**src/shared/nvm_seq_pkg.sv**
```systemverilog
package nvm_seq_pkg;
  // ****************************************
  // register byte offsets
  // ****************************************
  localparam int ADR_W = 5;
  localparam logic [4:0] OFS_CMD = 5'h00;
  localparam logic [4:0] OFS_MAP = 5'h04;
  localparam logic [4:0] OFS_STATUS = 5'h08;
  localparam logic [4:0] OFS_INTEN = 5'h0C;
  localparam logic [4:0] OFS_INTFLAG = 5'h10;
  localparam logic [4:0] OFS_KEY = 5'h14;
  // ****************************************
  // command codes
  // ****************************************
  localparam logic [6:0] CMD_NONE = 7'h00;
  localparam logic [6:0] CMD_NOP = 7'h01;
  localparam logic [6:0] CMD_FL_BASE = 7'h08;
  localparam logic [6:0] CMD_FL_MPE_LO = 7'h09;
  localparam logic [6:0] CMD_FL_MPE_HI = 7'h0D;
  localparam logic [6:0] CMD_EE_WR = 7'h12;
  localparam logic [6:0] CMD_EE_ERWR = 7'h13;
  localparam logic [6:0] CMD_EE_BE_LO = 7'h18;
  localparam logic [6:0] CMD_EE_BE_HI = 7'h1D;
  localparam logic [6:0] CMD_CHIP = 7'h20;
  localparam logic [6:0] CMD_EE_ALL = 7'h30;
  // ****************************************
  // fields, keys, reset values
  // ****************************************
  localparam logic [7:0] MAP_RESET = 8'h30;
  localparam logic [7:0] MAP_PROT_MASK = 8'h87;
  localparam logic [7:0] MAP_FIELD_MASK = 8'h30;
  localparam int MAP_LOCK_BIT = 7;
  localparam int ERR_LSB = 4;
  localparam int EEPROM_BUSY_FLAG_BIT = 1;
  localparam int FLASH_BUSY_FLAG_BIT = 0;
  localparam logic [2:0] ERR_NONE = 3'h0;
  localparam logic [2:0] ERR_COLLISION = 3'h2;
  localparam logic [7:0] KEY_PROG = 8'hA5; // arbitrary value
  localparam logic [7:0] KEY_IO = 8'hC3; // arbitrary value
  localparam logic [2:0] UNLOCK_INSTR = 3'h4;
  localparam logic [7:0] ERASED_BYTE = 8'hFF;
  localparam logic [4:0] FL_PAGE_LOG2 = 5'h09;
  // ****************************************
  // timing
  // ****************************************
  localparam int CLK_PERIOD_NS = 5;
  localparam int T_FL_ERASE_NS = 10000;
  localparam int T_EE_OP_NS = 4000;
  localparam int T_CHIP_NS = 20000;
  localparam int T_EE_ALL_NS = 20000;
  localparam int FL_ERASE_CYC = (T_FL_ERASE_NS + CLK_PERIOD_NS - 1) / CLK_PERIOD_NS;
  localparam int EE_OP_CYC = (T_EE_OP_NS + CLK_PERIOD_NS - 1) / CLK_PERIOD_NS;
  localparam int CHIP_CYC = (T_CHIP_NS + CLK_PERIOD_NS - 1) / CLK_PERIOD_NS;
  localparam int EE_ALL_CYC = (T_EE_ALL_NS + CLK_PERIOD_NS - 1) / CLK_PERIOD_NS;
  // ****************************************
  // operation kinds
  // ****************************************
  typedef enum logic [6:0] {
    OP_IDLE = 7'h01,
    OP_FL_ERASE = 7'h02,
    OP_EE_WRITE = 7'h04,
    OP_EE_ERASE = 7'h08,
    OP_EE_ERWR = 7'h10,
    OP_CHIP = 7'h20,
    OP_EE_ALL = 7'h40
  } op_t;
endpackage

```
**src/hw/nvm_erase_write_sequencer.sv**
```systemverilog
`timescale 1ns/1ps
module nvm_erase_write_sequencer
  import nvm_seq_pkg::*;
#(
  parameter int TW = 16,
  parameter int FL_CYC = FL_ERASE_CYC,
  parameter int EE_CYC = EE_OP_CYC,
  parameter int CH_CYC = CHIP_CYC,
  parameter int EA_CYC = EE_ALL_CYC
) (
  input wire logic sys_clk,
  input wire logic srst,
  input wire logic wb_cyc_i,
  input wire logic wb_stb_i,
  input wire logic wb_we_i,
  input wire logic [ADR_W-1:0] wb_adr_i,
  input wire logic [3:0] wb_sel_i,
  input wire logic [31:0] wb_dat_i,
  output logic [31:0] wb_dat_o,
  output logic wb_ack_o,
  input wire logic cpu_instr_done,
  input wire logic arr_ld,
  input wire logic arr_st,
  input wire logic arr_ee,
  input wire logic [23:0] arr_addr,
  input wire logic [7:0] arr_wdata,
  output logic cpu_halt,
  input wire logic dbg_cmd_wr,
  input wire logic [6:0] dbg_cmd,
  input wire logic eeprom_preserve_fuse,
  input wire logic device_locked,
  input wire logic bod_enable_fuse,
  input wire logic sleep_req,
  input wire logic sleep_idle,
  output logic op_start,
  output op_t op_kind,
  output logic [23:0] op_addr,
  output logic [4:0] op_bits,
  output logic [7:0] op_data,
  output logic op_incl_eeprom,
  output logic nvm_abort,
  output logic eeprom_ready_irq,
  output logic wake_req,
  output logic nvm_clk_keep,
  output logic nvm_sleep,
  output logic bod_hold
);
  // ****************************************
  // elaboration checks
  // ****************************************
  if (FL_CYC < 1 || EE_CYC < 1 || CH_CYC < 1 || EA_CYC < 1) begin : g_chk_lo
    $error("operation time below one cycle");
  end
  if (FL_CYC >= 2**TW || EE_CYC >= 2**TW || CH_CYC >= 2**TW || EA_CYC >= 2**TW) begin : g_chk_hi
    $error("operation time exceeds timer width");
  end

  // ****************************************
  // helper functions
  // ****************************************
  function automatic logic is_idle(input logic [6:0] c);
    is_idle = (c == CMD_NONE) || (c == CMD_NOP);
  endfunction

  function automatic logic [23:0] clear_low(input logic [23:0] a, input logic [4:0] n);
    clear_low = a & ~((24'h1 << n) - 24'h1);
  endfunction

  // ****************************************
  // state
  // ****************************************
  logic ack_reg;
  logic [31:0] rd_reg;
  logic [31:0] rd_mux;
  logic [6:0] cmd_reg;
  logic [6:0] cmd_next;
  logic [7:0] map_reg;
  logic [7:0] map_next;
  logic [2:0] err_reg;
  logic [2:0] err_next;
  logic inten_reg;
  logic flag_reg;
  logic flag_next;
  logic [2:0] pcnt_reg;
  logic [2:0] pcnt_next;
  logic [2:0] icnt_reg;
  logic [2:0] icnt_next;
  logic ee_all_reg;
  logic chip_reg;
  logic op_start_reg;
  op_t op_kind_reg;
  op_t op_kind_next;
  logic [23:0] op_addr_reg;
  logic [23:0] op_addr_next;
  logic [4:0] op_bits_reg;
  logic [4:0] op_bits_next;
  logic [7:0] op_data_reg;
  logic op_incl_reg;
  logic fl_busy;
  logic fl_done;
  logic ee_busy;
  logic ee_done;

  // ****************************************
  // wishbone decode
  // ****************************************
  wire wb_req = wb_cyc_i && wb_stb_i;
  wire wb_wr = wb_req && wb_we_i && ack_reg && wb_sel_i[0];
  wire [7:0] wd = wb_dat_i[7:0];
  wire cmd_wr = wb_wr && (wb_adr_i == OFS_CMD);
  wire map_wr = wb_wr && (wb_adr_i == OFS_MAP);
  wire stat_wr = wb_wr && (wb_adr_i == OFS_STATUS);
  wire inten_wr = wb_wr && (wb_adr_i == OFS_INTEN);
  wire flag_wr = wb_wr && (wb_adr_i == OFS_INTFLAG);
  wire key_wr = wb_wr && (wb_adr_i == OFS_KEY);

  // read mux, unmapped addresses read zero
  always_comb begin
    rd_mux = 32'h0;
    if (wb_adr_i == OFS_CMD) begin
      rd_mux[6:0] = cmd_reg;
    end else if (wb_adr_i == OFS_MAP) begin
      rd_mux[7:0] = map_reg;
    end else if (wb_adr_i == OFS_STATUS) begin
      rd_mux[ERR_LSB+2:ERR_LSB] = err_reg;
      rd_mux[EEPROM_BUSY_FLAG_BIT] = ee_busy;
      rd_mux[FLASH_BUSY_FLAG_BIT] = fl_busy;
    end else if (wb_adr_i == OFS_INTEN) begin
      rd_mux[0] = inten_reg;
    end else if (wb_adr_i == OFS_INTFLAG) begin
      rd_mux[0] = flag_reg;
    end
  end

  // ack one cycle after request, dropped the next cycle
  always_ff @(posedge sys_clk) begin
    if (srst) begin
      ack_reg <= 1'b0;
      rd_reg <= 32'h0;
    end else begin
      ack_reg <= wb_req && !ack_reg;
      rd_reg <= rd_mux;
    end
  end
  assign wb_ack_o = ack_reg;
  assign wb_dat_o = rd_reg;

  // ****************************************
  // change protection
  // ****************************************
  wire prog_open = (pcnt_reg != 3'h0);
  wire io_open = (icnt_reg != 3'h0);
  assign pcnt_next = (key_wr && wd == KEY_PROG) ? UNLOCK_INSTR :
    ((prog_open && cpu_instr_done) ? pcnt_reg - 3'h1 : pcnt_reg);
  assign icnt_next = (key_wr && wd == KEY_IO) ? UNLOCK_INSTR :
    ((io_open && cpu_instr_done) ? icnt_reg - 3'h1 : icnt_reg);

  // ****************************************
  // command register
  // ****************************************
  wire [6:0] cmd_new = wd[6:0];
  wire busy_any = fl_busy || ee_busy;
  wire cmd_try = cmd_wr && prog_open;
  wire collide = cmd_try && !is_idle(cmd_reg) && !is_idle(cmd_new) && (cmd_new != cmd_reg);
  wire cmd_take = cmd_try && !collide && (cmd_new != CMD_CHIP);
  wire ee_all_go = cmd_take && (cmd_new == CMD_EE_ALL) && !busy_any;
  wire chip_go = dbg_cmd_wr && (dbg_cmd == CMD_CHIP) && !busy_any;
  assign cmd_next = cmd_take ? cmd_new : cmd_reg;
  assign err_next = collide ? ERR_COLLISION : (stat_wr ? ERR_NONE : err_reg);

  // map/protect: protected bits set-only, mapping field held by lock
  wire [7:0] map_prot = io_open ? (map_reg | (wd & MAP_PROT_MASK)) : map_reg;
  wire [7:0] map_fld = map_reg[MAP_LOCK_BIT] ? map_reg : ((map_reg & ~MAP_FIELD_MASK) | (wd & MAP_FIELD_MASK));
  assign map_next = map_wr ? ((map_prot & MAP_PROT_MASK) | (map_fld & MAP_FIELD_MASK)) : map_reg;

  // ****************************************
  // mode decode
  // ****************************************
  wire fl_mode = (cmd_reg >= CMD_FL_MPE_LO) && (cmd_reg <= CMD_FL_MPE_HI);
  wire ee_wr_mode = (cmd_reg == CMD_EE_WR);
  wire ee_erwr_mode = (cmd_reg == CMD_EE_ERWR);
  wire ee_er_mode = (cmd_reg >= CMD_EE_BE_LO) && (cmd_reg <= CMD_EE_BE_HI);
  wire ee_mode = ee_wr_mode || ee_erwr_mode || ee_er_mode;
  wire [6:0] fl_k = cmd_reg - CMD_FL_BASE;
  wire [6:0] ee_k = cmd_reg - CMD_EE_BE_LO;
  wire [4:0] fl_bits = FL_PAGE_LOG2 + {2'b00, fl_k[2:0]};
  wire [4:0] ee_bits = ee_er_mode ? {2'b00, ee_k[2:0]} : 5'h00;

  // ****************************************
  // array access and halting
  // ****************************************
  wire acc = arr_ld || arr_st;
  assign cpu_halt = fl_busy || ee_all_reg || (acc && ee_busy);
  wire st_go = arr_st && !cpu_halt;
  wire fl_go = st_go && !arr_ee && fl_mode;
  wire ee_go = st_go && arr_ee && ee_mode;

  // next operation descriptor
  always_comb begin
    op_kind_next = op_kind_reg;
    op_bits_next = op_bits_reg;
    op_addr_next = op_addr_reg;
    if (chip_go) begin
      op_kind_next = OP_CHIP;
      op_bits_next = 5'h00;
      op_addr_next = 24'h0;
    end else if (ee_all_go) begin
      op_kind_next = OP_EE_ALL;
      op_bits_next = 5'h00;
      op_addr_next = 24'h0;
    end else if (fl_go) begin
      op_kind_next = OP_FL_ERASE;
      op_bits_next = fl_bits;
      op_addr_next = clear_low(arr_addr, fl_bits);
    end else if (ee_go) begin
      op_kind_next = ee_wr_mode ? OP_EE_WRITE : (ee_erwr_mode ? OP_EE_ERWR : OP_EE_ERASE);
      op_bits_next = ee_bits;
      op_addr_next = clear_low(arr_addr, ee_bits);
    end
  end

  wire any_go = chip_go || ee_all_go || fl_go || ee_go;
  wire wr_data = ee_go && (ee_wr_mode || ee_erwr_mode);
  // chip erase ignores map/protect bits entirely
  wire incl_ee = !eeprom_preserve_fuse || device_locked;

  // ****************************************
  // busy timers
  // ****************************************
  wire fl_start = fl_go || chip_go;
  wire ee_start = ee_go || ee_all_go || (chip_go && incl_ee);
  wire [TW-1:0] fl_cyc = chip_go ? TW'(CH_CYC) : TW'(FL_CYC);
  wire [TW-1:0] ee_cyc = chip_go ? TW'(CH_CYC) : (ee_all_go ? TW'(EA_CYC) : TW'(EE_CYC));

  nvm_busy_timer #(.W(TW)) u_fl_timer (
    .sys_clk(sys_clk),
    .srst(srst),
    .start(fl_start),
    .cycles(fl_cyc),
    .busy(fl_busy),
    .done(fl_done)
  );

  nvm_busy_timer #(.W(TW)) u_ee_timer (
    .sys_clk(sys_clk),
    .srst(srst),
    .start(ee_start),
    .cycles(ee_cyc),
    .busy(ee_busy),
    .done(ee_done)
  );

  // ****************************************
  // interrupt flag
  // ****************************************
  assign flag_next = ee_done || (flag_reg && !(flag_wr && wd[0]));

  // ****************************************
  // register updates
  // ****************************************
  always_ff @(posedge sys_clk) begin
    if (srst) begin
      cmd_reg <= CMD_NONE;
      map_reg <= MAP_RESET;
      err_reg <= ERR_NONE;
      inten_reg <= 1'b0;
      flag_reg <= 1'b0;
      pcnt_reg <= 3'h0;
      icnt_reg <= 3'h0;
    end else begin
      cmd_reg <= cmd_next;
      map_reg <= map_next;
      err_reg <= err_next;
      inten_reg <= inten_wr ? wd[0] : inten_reg;
      flag_reg <= flag_next;
      pcnt_reg <= pcnt_next;
      icnt_reg <= icnt_next;
    end
  end

  // operation run flags
  always_ff @(posedge sys_clk) begin
    if (srst) begin
      ee_all_reg <= 1'b0;
      chip_reg <= 1'b0;
    end else begin
      ee_all_reg <= ee_all_go || (ee_all_reg && !ee_done);
      chip_reg <= chip_go || (chip_reg && !fl_done);
    end
  end

  // operation descriptor to the array
  always_ff @(posedge sys_clk) begin
    if (srst) begin
      op_start_reg <= 1'b0;
      op_kind_reg <= OP_IDLE;
      op_addr_reg <= 24'h0;
      op_bits_reg <= 5'h00;
      op_data_reg <= ERASED_BYTE;
      op_incl_reg <= 1'b0;
    end else begin
      op_start_reg <= any_go;
      op_kind_reg <= op_kind_next;
      op_addr_reg <= op_addr_next;
      op_bits_reg <= op_bits_next;
      op_data_reg <= any_go ? (wr_data ? arr_wdata : ERASED_BYTE) : op_data_reg;
      op_incl_reg <= chip_go ? incl_ee : (any_go ? 1'b0 : op_incl_reg);
    end
  end

  // ****************************************
  // outputs
  // ****************************************
  assign op_start = op_start_reg;
  assign op_kind = op_kind_reg;
  assign op_addr = op_addr_reg;
  assign op_bits = op_bits_reg;
  assign op_data = op_data_reg;
  assign op_incl_eeprom = op_incl_reg;
  assign nvm_abort = srst && busy_any;
  assign eeprom_ready_irq = flag_reg && inten_reg;
  assign wake_req = eeprom_ready_irq && sleep_req && sleep_idle;
  assign nvm_clk_keep = sleep_req && ee_busy;
  assign nvm_sleep = sleep_req && !ee_busy;
  assign bod_hold = chip_reg && bod_enable_fuse;
endmodule

```
**src/hw/nvm_busy_timer.sv**
```systemverilog
`timescale 1ns/1ps
module nvm_busy_timer
  import nvm_seq_pkg::*;
#(
  parameter int W = 16
) (
  input wire logic sys_clk,
  input wire logic srst,
  input wire logic start,
  input wire logic [W-1:0] cycles,
  output logic busy,
  output logic done
);
  // ****************************************
  // elaboration check
  // ****************************************
  if (W < 2 || W > 24) begin : g_chk
    $error("timer width out of range");
  end

  logic busy_reg;
  logic busy_next;
  logic [W-1:0] cnt_reg;
  logic [W-1:0] cnt_next;

  // count down, last cycle flagged as done
  assign done = busy_reg && (cnt_reg == {{(W-1){1'b0}}, 1'b1});
  assign busy_next = start ? 1'b1 : (done ? 1'b0 : busy_reg);
  assign cnt_next = start ? cycles : (busy_reg ? cnt_reg - 1'b1 : cnt_reg);
  assign busy = busy_reg;

  // state flops
  always_ff @(posedge sys_clk) begin
    if (srst) begin
      busy_reg <= 1'b0;
      cnt_reg <= '0;
    end else begin
      busy_reg <= busy_next;
      cnt_reg <= cnt_next;
    end
  end
endmodule

```
**config.mk**
```make
export PLATFORM = sky130hd
export DESIGN_NAME = nvm_erase_write_sequencer
export DESIGN_NICKNAME = d
export VERILOG_FILES = /design/src/shared/nvm_seq_pkg.sv /design/src/hw/nvm_erase_write_sequencer.sv /design/src/hw/nvm_busy_timer.sv
export SDC_FILE = /design/constraint.sdc
export NUM_CORES = 1
export LEC_CHECK = 0
export ABC_AREA = 1
export BUFFER_PORTS_ARGS = -buffer_cell sky130_fd_sc_hd__buf_4
export CORE_MARGIN = 2
export CORE_UTILIZATION = 57
export CTS_CLUSTER_DIAMETER = 80
export DETAILED_ROUTE_END_ITERATION = 6
export PLACE_DENSITY = 0.87
export SYNTH_ARGS = -nofsm -noshare
export SYNTH_HDL_FRONTEND = slang
export SYNTH_SLANG_ARGS = --single-unit
```
**constraint.sdc**
```tcl
create_clock -name sys_clk -period 3.95 [get_ports sys_clk]
set_input_delay 0.1975 -clock sys_clk [delete_from_list [all_inputs] [get_ports sys_clk]]
set_output_delay 0.1975 -clock sys_clk [all_outputs]
set_load 0.1 [all_outputs]
```
; ---- After elaboration in Yosys (flattened, before gate mapping)
; Cells that the tools add are included.
[totals]
out_inout_bits = 86
inputBits = 95
wordCells = 210
reg_bits = 139
[classes]
muxes = 42
order_cmp = 4
n_eq_ne = 17
addsub = 9
shift = 2
n_reduce_logical = 100
bitwise = 8
[ops]
columns = operator, n
row1 = 16-bit 2-to-1 mux, 4
row2 = 24-bit AND, 2
row3 = 1-bit logical AND, 48
row4 = 24-bit 2-to-1 mux, 2
row5 = 24-bit NOT, 2
row6 = "24-bit by 1-bit subtractor with 24-bit output, second input constant", 2
row7 = 12-bit 2-to-1 mux, 3
row8 = "16-bit by 1-bit == test with 1-bit output, second input constant", 2
row9 = "16-bit by 1-bit subtractor with 16-bit output, second input constant", 2
row10 = 7-bit 2-to-1 mux, 4
row11 = "1-bit by 3-bit << shifter with 24-bit output, first input constant", 1
row12 = "1-bit by 5-bit << shifter with 24-bit output, first input constant", 1
row13 = 5-bit 2-to-1 mux, 4
row14 = 1-bit logical OR, 18
row15 = 3-bit 2-to-1 mux, 6
row16 = 2-bit nonzero test, 9
row17 = "8-bit == test, second input constant", 2
row18 = 8-bit 2-to-1 mux, 2
row19 = "7-bit by 1-bit == test with 1-bit output, second input constant", 2
row20 = "7-bit by 5-bit == test with 1-bit output, second input constant", 2
row21 = "7-bit by 6-bit == test with 1-bit output, second input constant", 2
row22 = 7-bit zero test, 2
row23 = 1-bit zero test, 12
row24 = 6-bit 2-to-1 mux, 2
row25 = 23 further kinds, 46

; ---- Depth between registers and ports, before layout
; Gate-level depths: netlist of the first run.
[logic_depth]
ltp_word = 19
mapped_depth = 18
ltp_nobuf = 16

; ---- Modules after synthesis
; From an unflattened synthesis of the first run, not the netlist that was laid out.
[hier_totals]
hier_cells = 1131
hier_area_um2 = 7295.7
[by_module_without_submodules]
columns = module, cells_each, area_per_inst_um2, seq_area_each_um2, n_inst
row1 = nvm_erase_write_sequencer, 773, 4991.0, 1581.5, 1
row2 = nvm_busy_timer, 179, 1152.4, 340.3, 2

; ---- Worst setup path after synthesis of the first run
; OpenSTA, ideal clock, no wires.
[synth_timing]
path_kind = reg-to-reg
from = reg cmd_reg[0]
to = reg op_addr_reg[16], in the netlist op_addr[16]
t_arrival_ps = 2268
n_path_buf = 1
setup_ps = 122
setup_slack_ps = 1559
required_time_ps = 3828
stages_incl_launch_ff = 16
path_cell_list = dfxtp_1 -> ha_1 -> ha_1 -> buf_2 -> nor2_1 -> nand3_1 -> ha_1 -> inv_1 -> nor2_1 -> nand2_1 -> nor2_2 -> nand2_1 -> nand2_1 -> nand3_1 -> nand2_1 -> a21oi_1
[synth_between]
elab_chain_cells = 12
elab_cells_between_ends = 41
[synth_lines]
columns = element, line_no
row1 = "start, declared", nvm_erase_write_sequencer.sv:75  ; logic [6:0] cmd_reg;
row2 = "start signal, assigned", nvm_erase_write_sequencer.sv:271  ; cmd_reg <= cmd_next;
row3 = "parallel branches: the longest is 12 deep, another holds 24-bit by 1-bit subtractor with 24-bit output", n/a
row4 = "end signal, assigned", nvm_erase_write_sequencer.sv:304  ; op_addr_reg <= op_addr_next;
row5 = "end, declared", nvm_erase_write_sequencer.sv:93  ; logic [23:0] op_addr_reg;
; Several ways; the timed one is not identified. The select of a mux whose other input is x is not followed.
; A chain may end at the register's enable or synchronous reset.

; ---- Final worst setup path of the first run
; Ends and elaborated chain as after synthesis.

==> results.txt, run 1 <==
CP Max Fanout -> 12
Wirelength, routed -> 18,300 µm
XOR/XNOR Fraction of Synth Area -> 0.0358
Reg-to-reg critical path endpoint -> op_addr[16]$_SDFFE_PP0P_
Cell area power density -> 376 nW/µm²
Sink Count -> 113
Max cap viols -> 0
Synthesized area -> 6600 µm²
Final instance area -> 8080 µm²
First-iteration detailed-routing DRC count -> 464
Yosys warning total -> 0
Final HPWL DP -> 13,500 µm
Minimum clock period -> 2.93 ns
Period utilization -> 0.741
Synth cell types -> 43
Die Wd -> 112 µm
Number of flip-flops in the largest register -> 24
Hold path depth -> 3
Clk slew on worst S/H paths -> 0.05 ns
Kind of critical path -> reg2reg
R2R cell count -> 14
Worst hold path endpoint -> op_addr[8]$_SDFFE_PP0P_
ANT nets after route -> 0
Peak VDD IR -> 0.000513 V
Adder-cell share of the synthesized area -> 0.0303
Hold buffers post-CTS -> 0
Worst r2r src -> cmd_reg[0]$_SDFFE_PP0P_
N_diodes -> 0
Worst R2R Setup Slack -> 1.02 ns
Port buffer count -> 129
Placed Cells -> 1,242
Global placer's final weighted congestion -> 1.03
Clock H-tree levels -> 4
Die area -> 12,500 µm²
Largest family of logic cells by synthesized area -> simple AND/OR/NAND/NOR gates
Dpl cell area -> 7510 µm²
Worst min-delay path class -> in2reg
Setup TNS -> 0 ns
Post-synthesis mux area share -> 0
DR pass1 iterations -> 5
Leak -> 0.00389 µW
Post-synth ARST share -> 0
Initial Utilization -> 0.580
Largest cells by area after synthesis -> dfxtp_1 (34%), nand2_1 (11%), nor2_1 (8.8%), nand3_1 (6.2%), inv_1 (6.2%)
Seq cells post-synth -> 113
Post-synth EDFFs -> 0
Mapped Cells -> 995
Ys flop type -> dfxtp_1
Worst hold start -> arr_addr[8]
Vias per Instance -> 5.36
Number of global-route vias before repair -> 6,409
Crit path required time -> 4.25 ns
Synth top area share -> 0.343
Crit path cell chain -> ha_1, ha_1, nor2_1, nand3_1, ha_1, inv_1, nor2_1, nand2_1, nor2_2, nand2_1, nand2_1, nand3_1, nand2_1, a21oi_1
CP Launch Type -> flop
Area delta synth->final -> 22.5%
Post_cts resized -> 0
Pins over their slew limit -> 0
Final setup vio count -> 0
Core area -> 11,400 µm²
Slew HR -> 0.582
Vias -> 6,823
RSZ-0062 raised after global routing -> no
Fmax -> 342 MHz
Synth Area in Simple Gates -> 0.343
Slowest cell on crit path -> ha_1
CTS Buf Count -> 17
CP endpoint kind -> flop
Longest Clk Path Bufs -> 2
Height of the chip -> 112 µm
Root Driver -> clkbuf_16
Util after Layout -> 0.711
Final Power -> 3040 µW
Layout cells sized above 1 -> 0.187
Clk_lat worst skew -> 0.42 ns
GR Util All Layers -> 0.300
Setup bufs post-CTS -> 0
Worst slew pin tran -> 0.626 ns
Non-Filler Instances -> 1,272
Row count -> 39
Post-synthesis compound-gate area fraction -> 0.128
Largest net degree at the start of global routing -> 28
Mean routed wirelength per cell -> 14.3 µm
Yosys top cell by area -> dfxtp_1
Fin. Hold Viols -> 0
Critical path's largest stage delay -> 0.50 ns
Top-Level Pins -> 181
DRC -> 0
Worst Path Arrival -> 3.23 ns
Syn_area_per_cell -> 6.63 µm²
First-pass GRT wire length -> 30,300 µm
Most used cell along the critical path -> nand2_1
GR Overflow Total -> 0
Final setup skew -> 0.00702 ns
Status -> finished clean
Sequential cell area fraction in the yosys report -> 0.343
TritonCTS clock tree -> done
Antenna violations before repair -> 0
Final #Nets -> 1,229
## per-stage QoR
step	hold slack (ns)	setup WS, ns
3_3_place_gp	0.436	1.10
3_5_place_dp	0.439	1.08
6_report	0.0160	1.02
4_1_cts	0.00809	1.08
5_1_grt	0.0352	0.690
2_1_floorplan	0.328	1.56
## report_power, final
group | switching [µW] | leakage [µW] | internal, µW | total (µW)
clock network | 540 | 0.000266 | 947 | 1490
registers | 13.7 | 0.000911 | 1170 | 1180
logic | 262 | 0.00272 | 112 | 374
total | 815 | 0.00389 | 2230 | 3040
## cells in the mapped netlist, drive strengths merged (3+ instances only)
master  instances
or2             4
a211oi          3
nor4            7
ha             16
a31oi           9
clkbuf          6
o21a            3
xor2           16
nand2         205
xnor2          11
o211ai          4
inv           120
a21oi          56
buf            44
nand3b          3
dfxtp         113
o21ai          73
nand4          15
nor3           16
nand3          87
nor2          170
o22ai           3
## layer usage
metal,vias to the layer above,GRT usage,share of wire
met5,-,0,0
met3,51,0.0670,0.074
met1,3081,0.357,0.40
met4,0,0.128,0.035
met2,278,0.521,0.49
li1,3413,-,-
## worst max path at each step
stage,from,end,slack (ns),cells past startpoint
final,cmd_reg[0]$_SDFFE_PP0P_,op_addr[16]$_SDFFE_PP0P_,1.02,14
after global routing,cmd_reg[0]$_SDFFE_PP0P_,op_addr[15]$_SDFFE_PP0P_,0.69,11
after CTS,cmd_reg[0]$_SDFFE_PP0P_,op_addr[16]$_SDFFE_PP0P_,1.08,14
after detailed placement,cmd_reg[0]$_SDFFE_PP0P_,op_addr[16]$_SDFFE_PP0P_,1.08,14
after global placement,cmd_reg[0]$_SDFFE_PP0P_,op_addr[16]$_SDFFE_PP0P_,1.10,14
after floorplan,cmd_reg[0]$_SDFFE_PP0P_,op_addr[16]$_SDFFE_PP0P_,1.56,15
## cell families after synthesis
| group | after synthesis |
|---|---|
| AO/OA/AOI/OAI | 157 |
| XOR/XNOR | 27 |
| adder cells (fa/ha/maj) | 16 |
| buffers and inverters | 171 |
| flip-flops | 113 |
| other | 1 |
| AND/OR/NAND/NOR | 510 |
## placed cells by master, fill, tap and decap left out, types with 3 or more instances in the layout
master      Yosys  layout
nor3_1         16      16
xor2_1         16      16
nor2_1        154     154
nor2_2         11      11
o21ai_0        65      65
inv_2          11      11
nand4_1        14      14
o22ai_1         3       3
inv_1         109     109
xnor2_1        11      11
nor2_4          5       5
o211ai_1        4       4
ha_1           16      16
buf_4          28     131
dfxtp_1       113     113
nand3_2         5       5
or2_2           4       4
o21ai_1         7       7
a31oi_1         9       9
o21a_1          3       3
nor4_1          7       7
conb_1          1      24
nand2_1       192     192
a21oi_1        56      56
clkinv_2        0       3
clkinvlp_4      0       5
clkbuf_16       0      17
nand3b_1        3       3
nand3_1        82      82
a211oi_1        3       3
nand2_2        12      12
## worst max-delay path, delay by kind of cell, from the launching register on
kind | cells | cell delay, ns
flip-flops | 1 | 0.42
adder cells (fa/ha/maj) | 3 | 1.03
AND/OR/NAND/NOR | 9 | 1.23
AO/OA/AOI/OAI | 1 | 0.05
buffers and inverters | 1 | 0.08
## cell type report
| cell class | instances | area (µm²) |
|---|---|---|
| Clock buffer | 20 | 457 |
| Clock inverter | 10 | 113 |
| Fill cell | 967 | 3290 |
| Inverter | 121 | 454 |
| Multi-Input combinational cell | 734 | 3630 |
| Sequential cell | 113 | 2260 |
| Tap cell | 143 | 179 |
| Timing Repair Buffer | 131 | 983 |
Note: power is estimated with default switching activity, not from simulation.
==> run 2: changes to the inputs <==
--- a/config.mk
+++ b/config.mk
@@ -8,10 +8,10 @@
 export ABC_AREA = 1
 export BUFFER_PORTS_ARGS = -buffer_cell sky130_fd_sc_hd__buf_4
 export CORE_MARGIN = 2
-export CORE_UTILIZATION = 57
+export CORE_UTILIZATION = 53
 export CTS_CLUSTER_DIAMETER = 80
 export DETAILED_ROUTE_END_ITERATION = 6
-export PLACE_DENSITY = 0.87
+export PLACE_DENSITY = 0.82
 export SYNTH_ARGS = -nofsm -noshare
 export SYNTH_HDL_FRONTEND = slang
 export SYNTH_SLANG_ARGS = --single-unit
==> constraint.sdc (replaced) <==
create_clock -name sys_clk -period 2.9 [get_ports sys_clk]
set_input_delay 0.145 -clock sys_clk [delete_from_list [all_inputs] [get_ports sys_clk]]
set_output_delay 0.145 -clock sys_clk [all_outputs]
set_load 0.1 [all_outputs]
==> results.txt, run 2 (synthesis results as in run 1) <==
Height of the chip -> 116 µm
Crit path cell chain -> ha_1, ha_2, inv_1, nand3_1, nor2_1, inv_1, ha_1, inv_1, nor2_1, nand2_1, nor2_2, nand2_1, nand2_1, nand3_1, nand2_1, a21oi_1
Clk slew on worst S/H paths -> 0.05 ns
Final worst slack -> 0.198 ns
GR Util All Layers -> 0.286
Worst min-delay path class -> in2reg
Minimum clock period -> 2.70 ns
Status -> finished clean
Slew HR -> 0.598
Leak -> 0.00409 µW
Fin. Hold Viols -> 0
Wirelength, routed -> 18,900 µm
Commonest cells after routing, fill and taps aside -> nand2_1 (192), nor2_1 (154), buf_4 (138)
Critical Path Start -> cmd_reg[1]$_SDFFE_PP0P_
CTS Buf Count -> 17
Most used cell along the critical path -> nand2_1
DRC -> 0
Worst Path Arrival -> 3.01 ns
GR Overflow Total -> 0
RSZ-0062 raised after global routing -> no
Crit path required time -> 3.21 ns
Max cap viols -> 0
Sink Count -> 113
Final #Nets -> 1,260
CP bufs+invs -> 3
First-pass GRT wire length -> 29,800 µm
Clk_lat worst skew -> 0.44 ns
Die area -> 13,400 µm²
Worst slew pin tran -> 0.602 ns
Non-Filler Instances -> 1,329
Core area -> 12,100 µm²
Dpl cell area -> 7590 µm²
Placed Cells -> 1,274
Slowest cell on crit path -> ha_2
Final setup skew -> 0.0114 ns
Met1 Use GR -> 0.333
Fmax -> 370 MHz
CP Launch Type -> flop
Largest net degree at the start of global routing -> 28
Final instance area -> 8490 µm²
Area delta synth->final -> 28.7%
Initial Utilization -> 0.547
First-iteration detailed-routing DRC count -> 591
Clock H-tree levels -> 4
Setup bufs post-CTS -> 0
Peak VDD IR -> 0.000396 V
DR pass1 iterations -> 5
Setup TNS -> 0 ns
Vias -> 7,028
Layer with the highest usage -> met2
Longest Clk Path Bufs -> 2
Final HPWL DP -> 13,400 µm
Worst r2r src -> cmd_reg[1]$_SDFFE_PP0P_
Global placer's final weighted congestion -> 1.04
Row count -> 40
Met2 usage in global routing -> 0.495
Multi-input logic area -> 3630 µm²
Crit path capture -> op_addr[16]$_SDFFE_PP0P_
Final setup vio count -> 0
Reg-to-reg critical path endpoint -> op_addr[16]$_SDFFE_PP0P_
Final Power -> 4480 µW
ANT nets after route -> 0
Number of flip-flops in the largest register -> 24
Cell area power density -> 528 nW/µm²
Period utilization -> 0.932
Top delay family on crit path -> simple AND/OR/NAND/NOR gates
Pins over their slew limit -> 0
Worst R2R Setup Slack -> 0.20 ns
Grt met3 use -> 0.0701
Number of global-route vias before repair -> 6,389
Top-Level Pins -> 181
Vias per Instance -> 5.29
Critical path's largest stage delay -> 0.46 ns
Layout cells sized above 1 -> 0.190
Root Driver -> clkbuf_16
Mean routed wirelength per cell -> 14.2 µm
Critical path depth in cells -> 16
CP Max Fanout -> 12
TritonCTS clock tree -> done
Kind of critical path -> reg2reg
Register area -> 2260 µm²
CP endpoint kind -> flop
Port buffer count -> 129
Die Wd -> 116 µm
Antenna violations before repair -> 0
N_diodes -> 0
Commonest non-fill, non-tap cell in the layout -> nand2_1
Fill cells -> 1,012
Dpl ws -> 0.245 ns
R2R cell count -> 16
==> run 2: cell type report <==
cell class | count | area share
tap | 168 | 0.0248
timing repair buffer | 162 | 0.150
multi-input combinational | 734 | 0.428
inverter | 121 | 0.0535
clock buffer | 20 | 0.0550
clock inverter | 11 | 0.0217
sequential | 113 | 0.267
==> run 2: worst min-delay path: cells and delay by family <==
family	cells	cell delay, ns
buf+inv	1	0.13
simple gates	2	0.13
==> run 2: report_power, final <==
group | internal [µW] | leakage [µW] | switching, µW
combinational | 176 | 0.00285 | 367
clock | 1580 | 0.000325 | 752
sequential | 1590 | 0.000911 | 20.1
total | 3340 | 0.00409 | 1140
==> run 2: worst min path at each step <==
stage / from / endpoint / slack, ns / depth (start not counted)
floorplan: wb_dat_i[5] / map_reg[5]$_SDFFE_PP1P_ / 0.28 / 2
global placement: arr_addr[12] / op_addr[12]$_SDFFE_PP0P_ / 0.38 / 3
detailed placement: arr_addr[14] / op_addr[14]$_SDFFE_PP0P_ / 0.39 / 3
CTS: wb_dat_i[4] / map_reg[4]$_SDFFE_PP1P_ / 0.002 / 3
global route: arr_addr[5] / op_addr[5]$_SDFFE_PP0P_ / 0.02 / 3
finish: wb_dat_i[4] / map_reg[4]$_SDFFE_PP1P_ / 0.007 / 3
==> run 2: repair_timing <==
action,CTS,global route
gates resized for setup,0,1
endpoints found under the setup margin,0,2
hold endpoints to repair,23,0
hold buffers,24,0
==> run 2: per-layer routing <==
layer	vias to the layer above	part of all wire
met1	3165	0.41
met2	300	0.49
met5	-	0
met4	0	0.040
met3	68	0.065
li1	3495	-
==> run 2: through the flow <==
step                utilization  hold WS, ns
floorplan                     -        0.275
global route              0.704       0.0232
finish                    0.704      0.00653
detailed placement        0.630        0.394
global placement          0.630        0.383
CTS                       0.704      0.00159
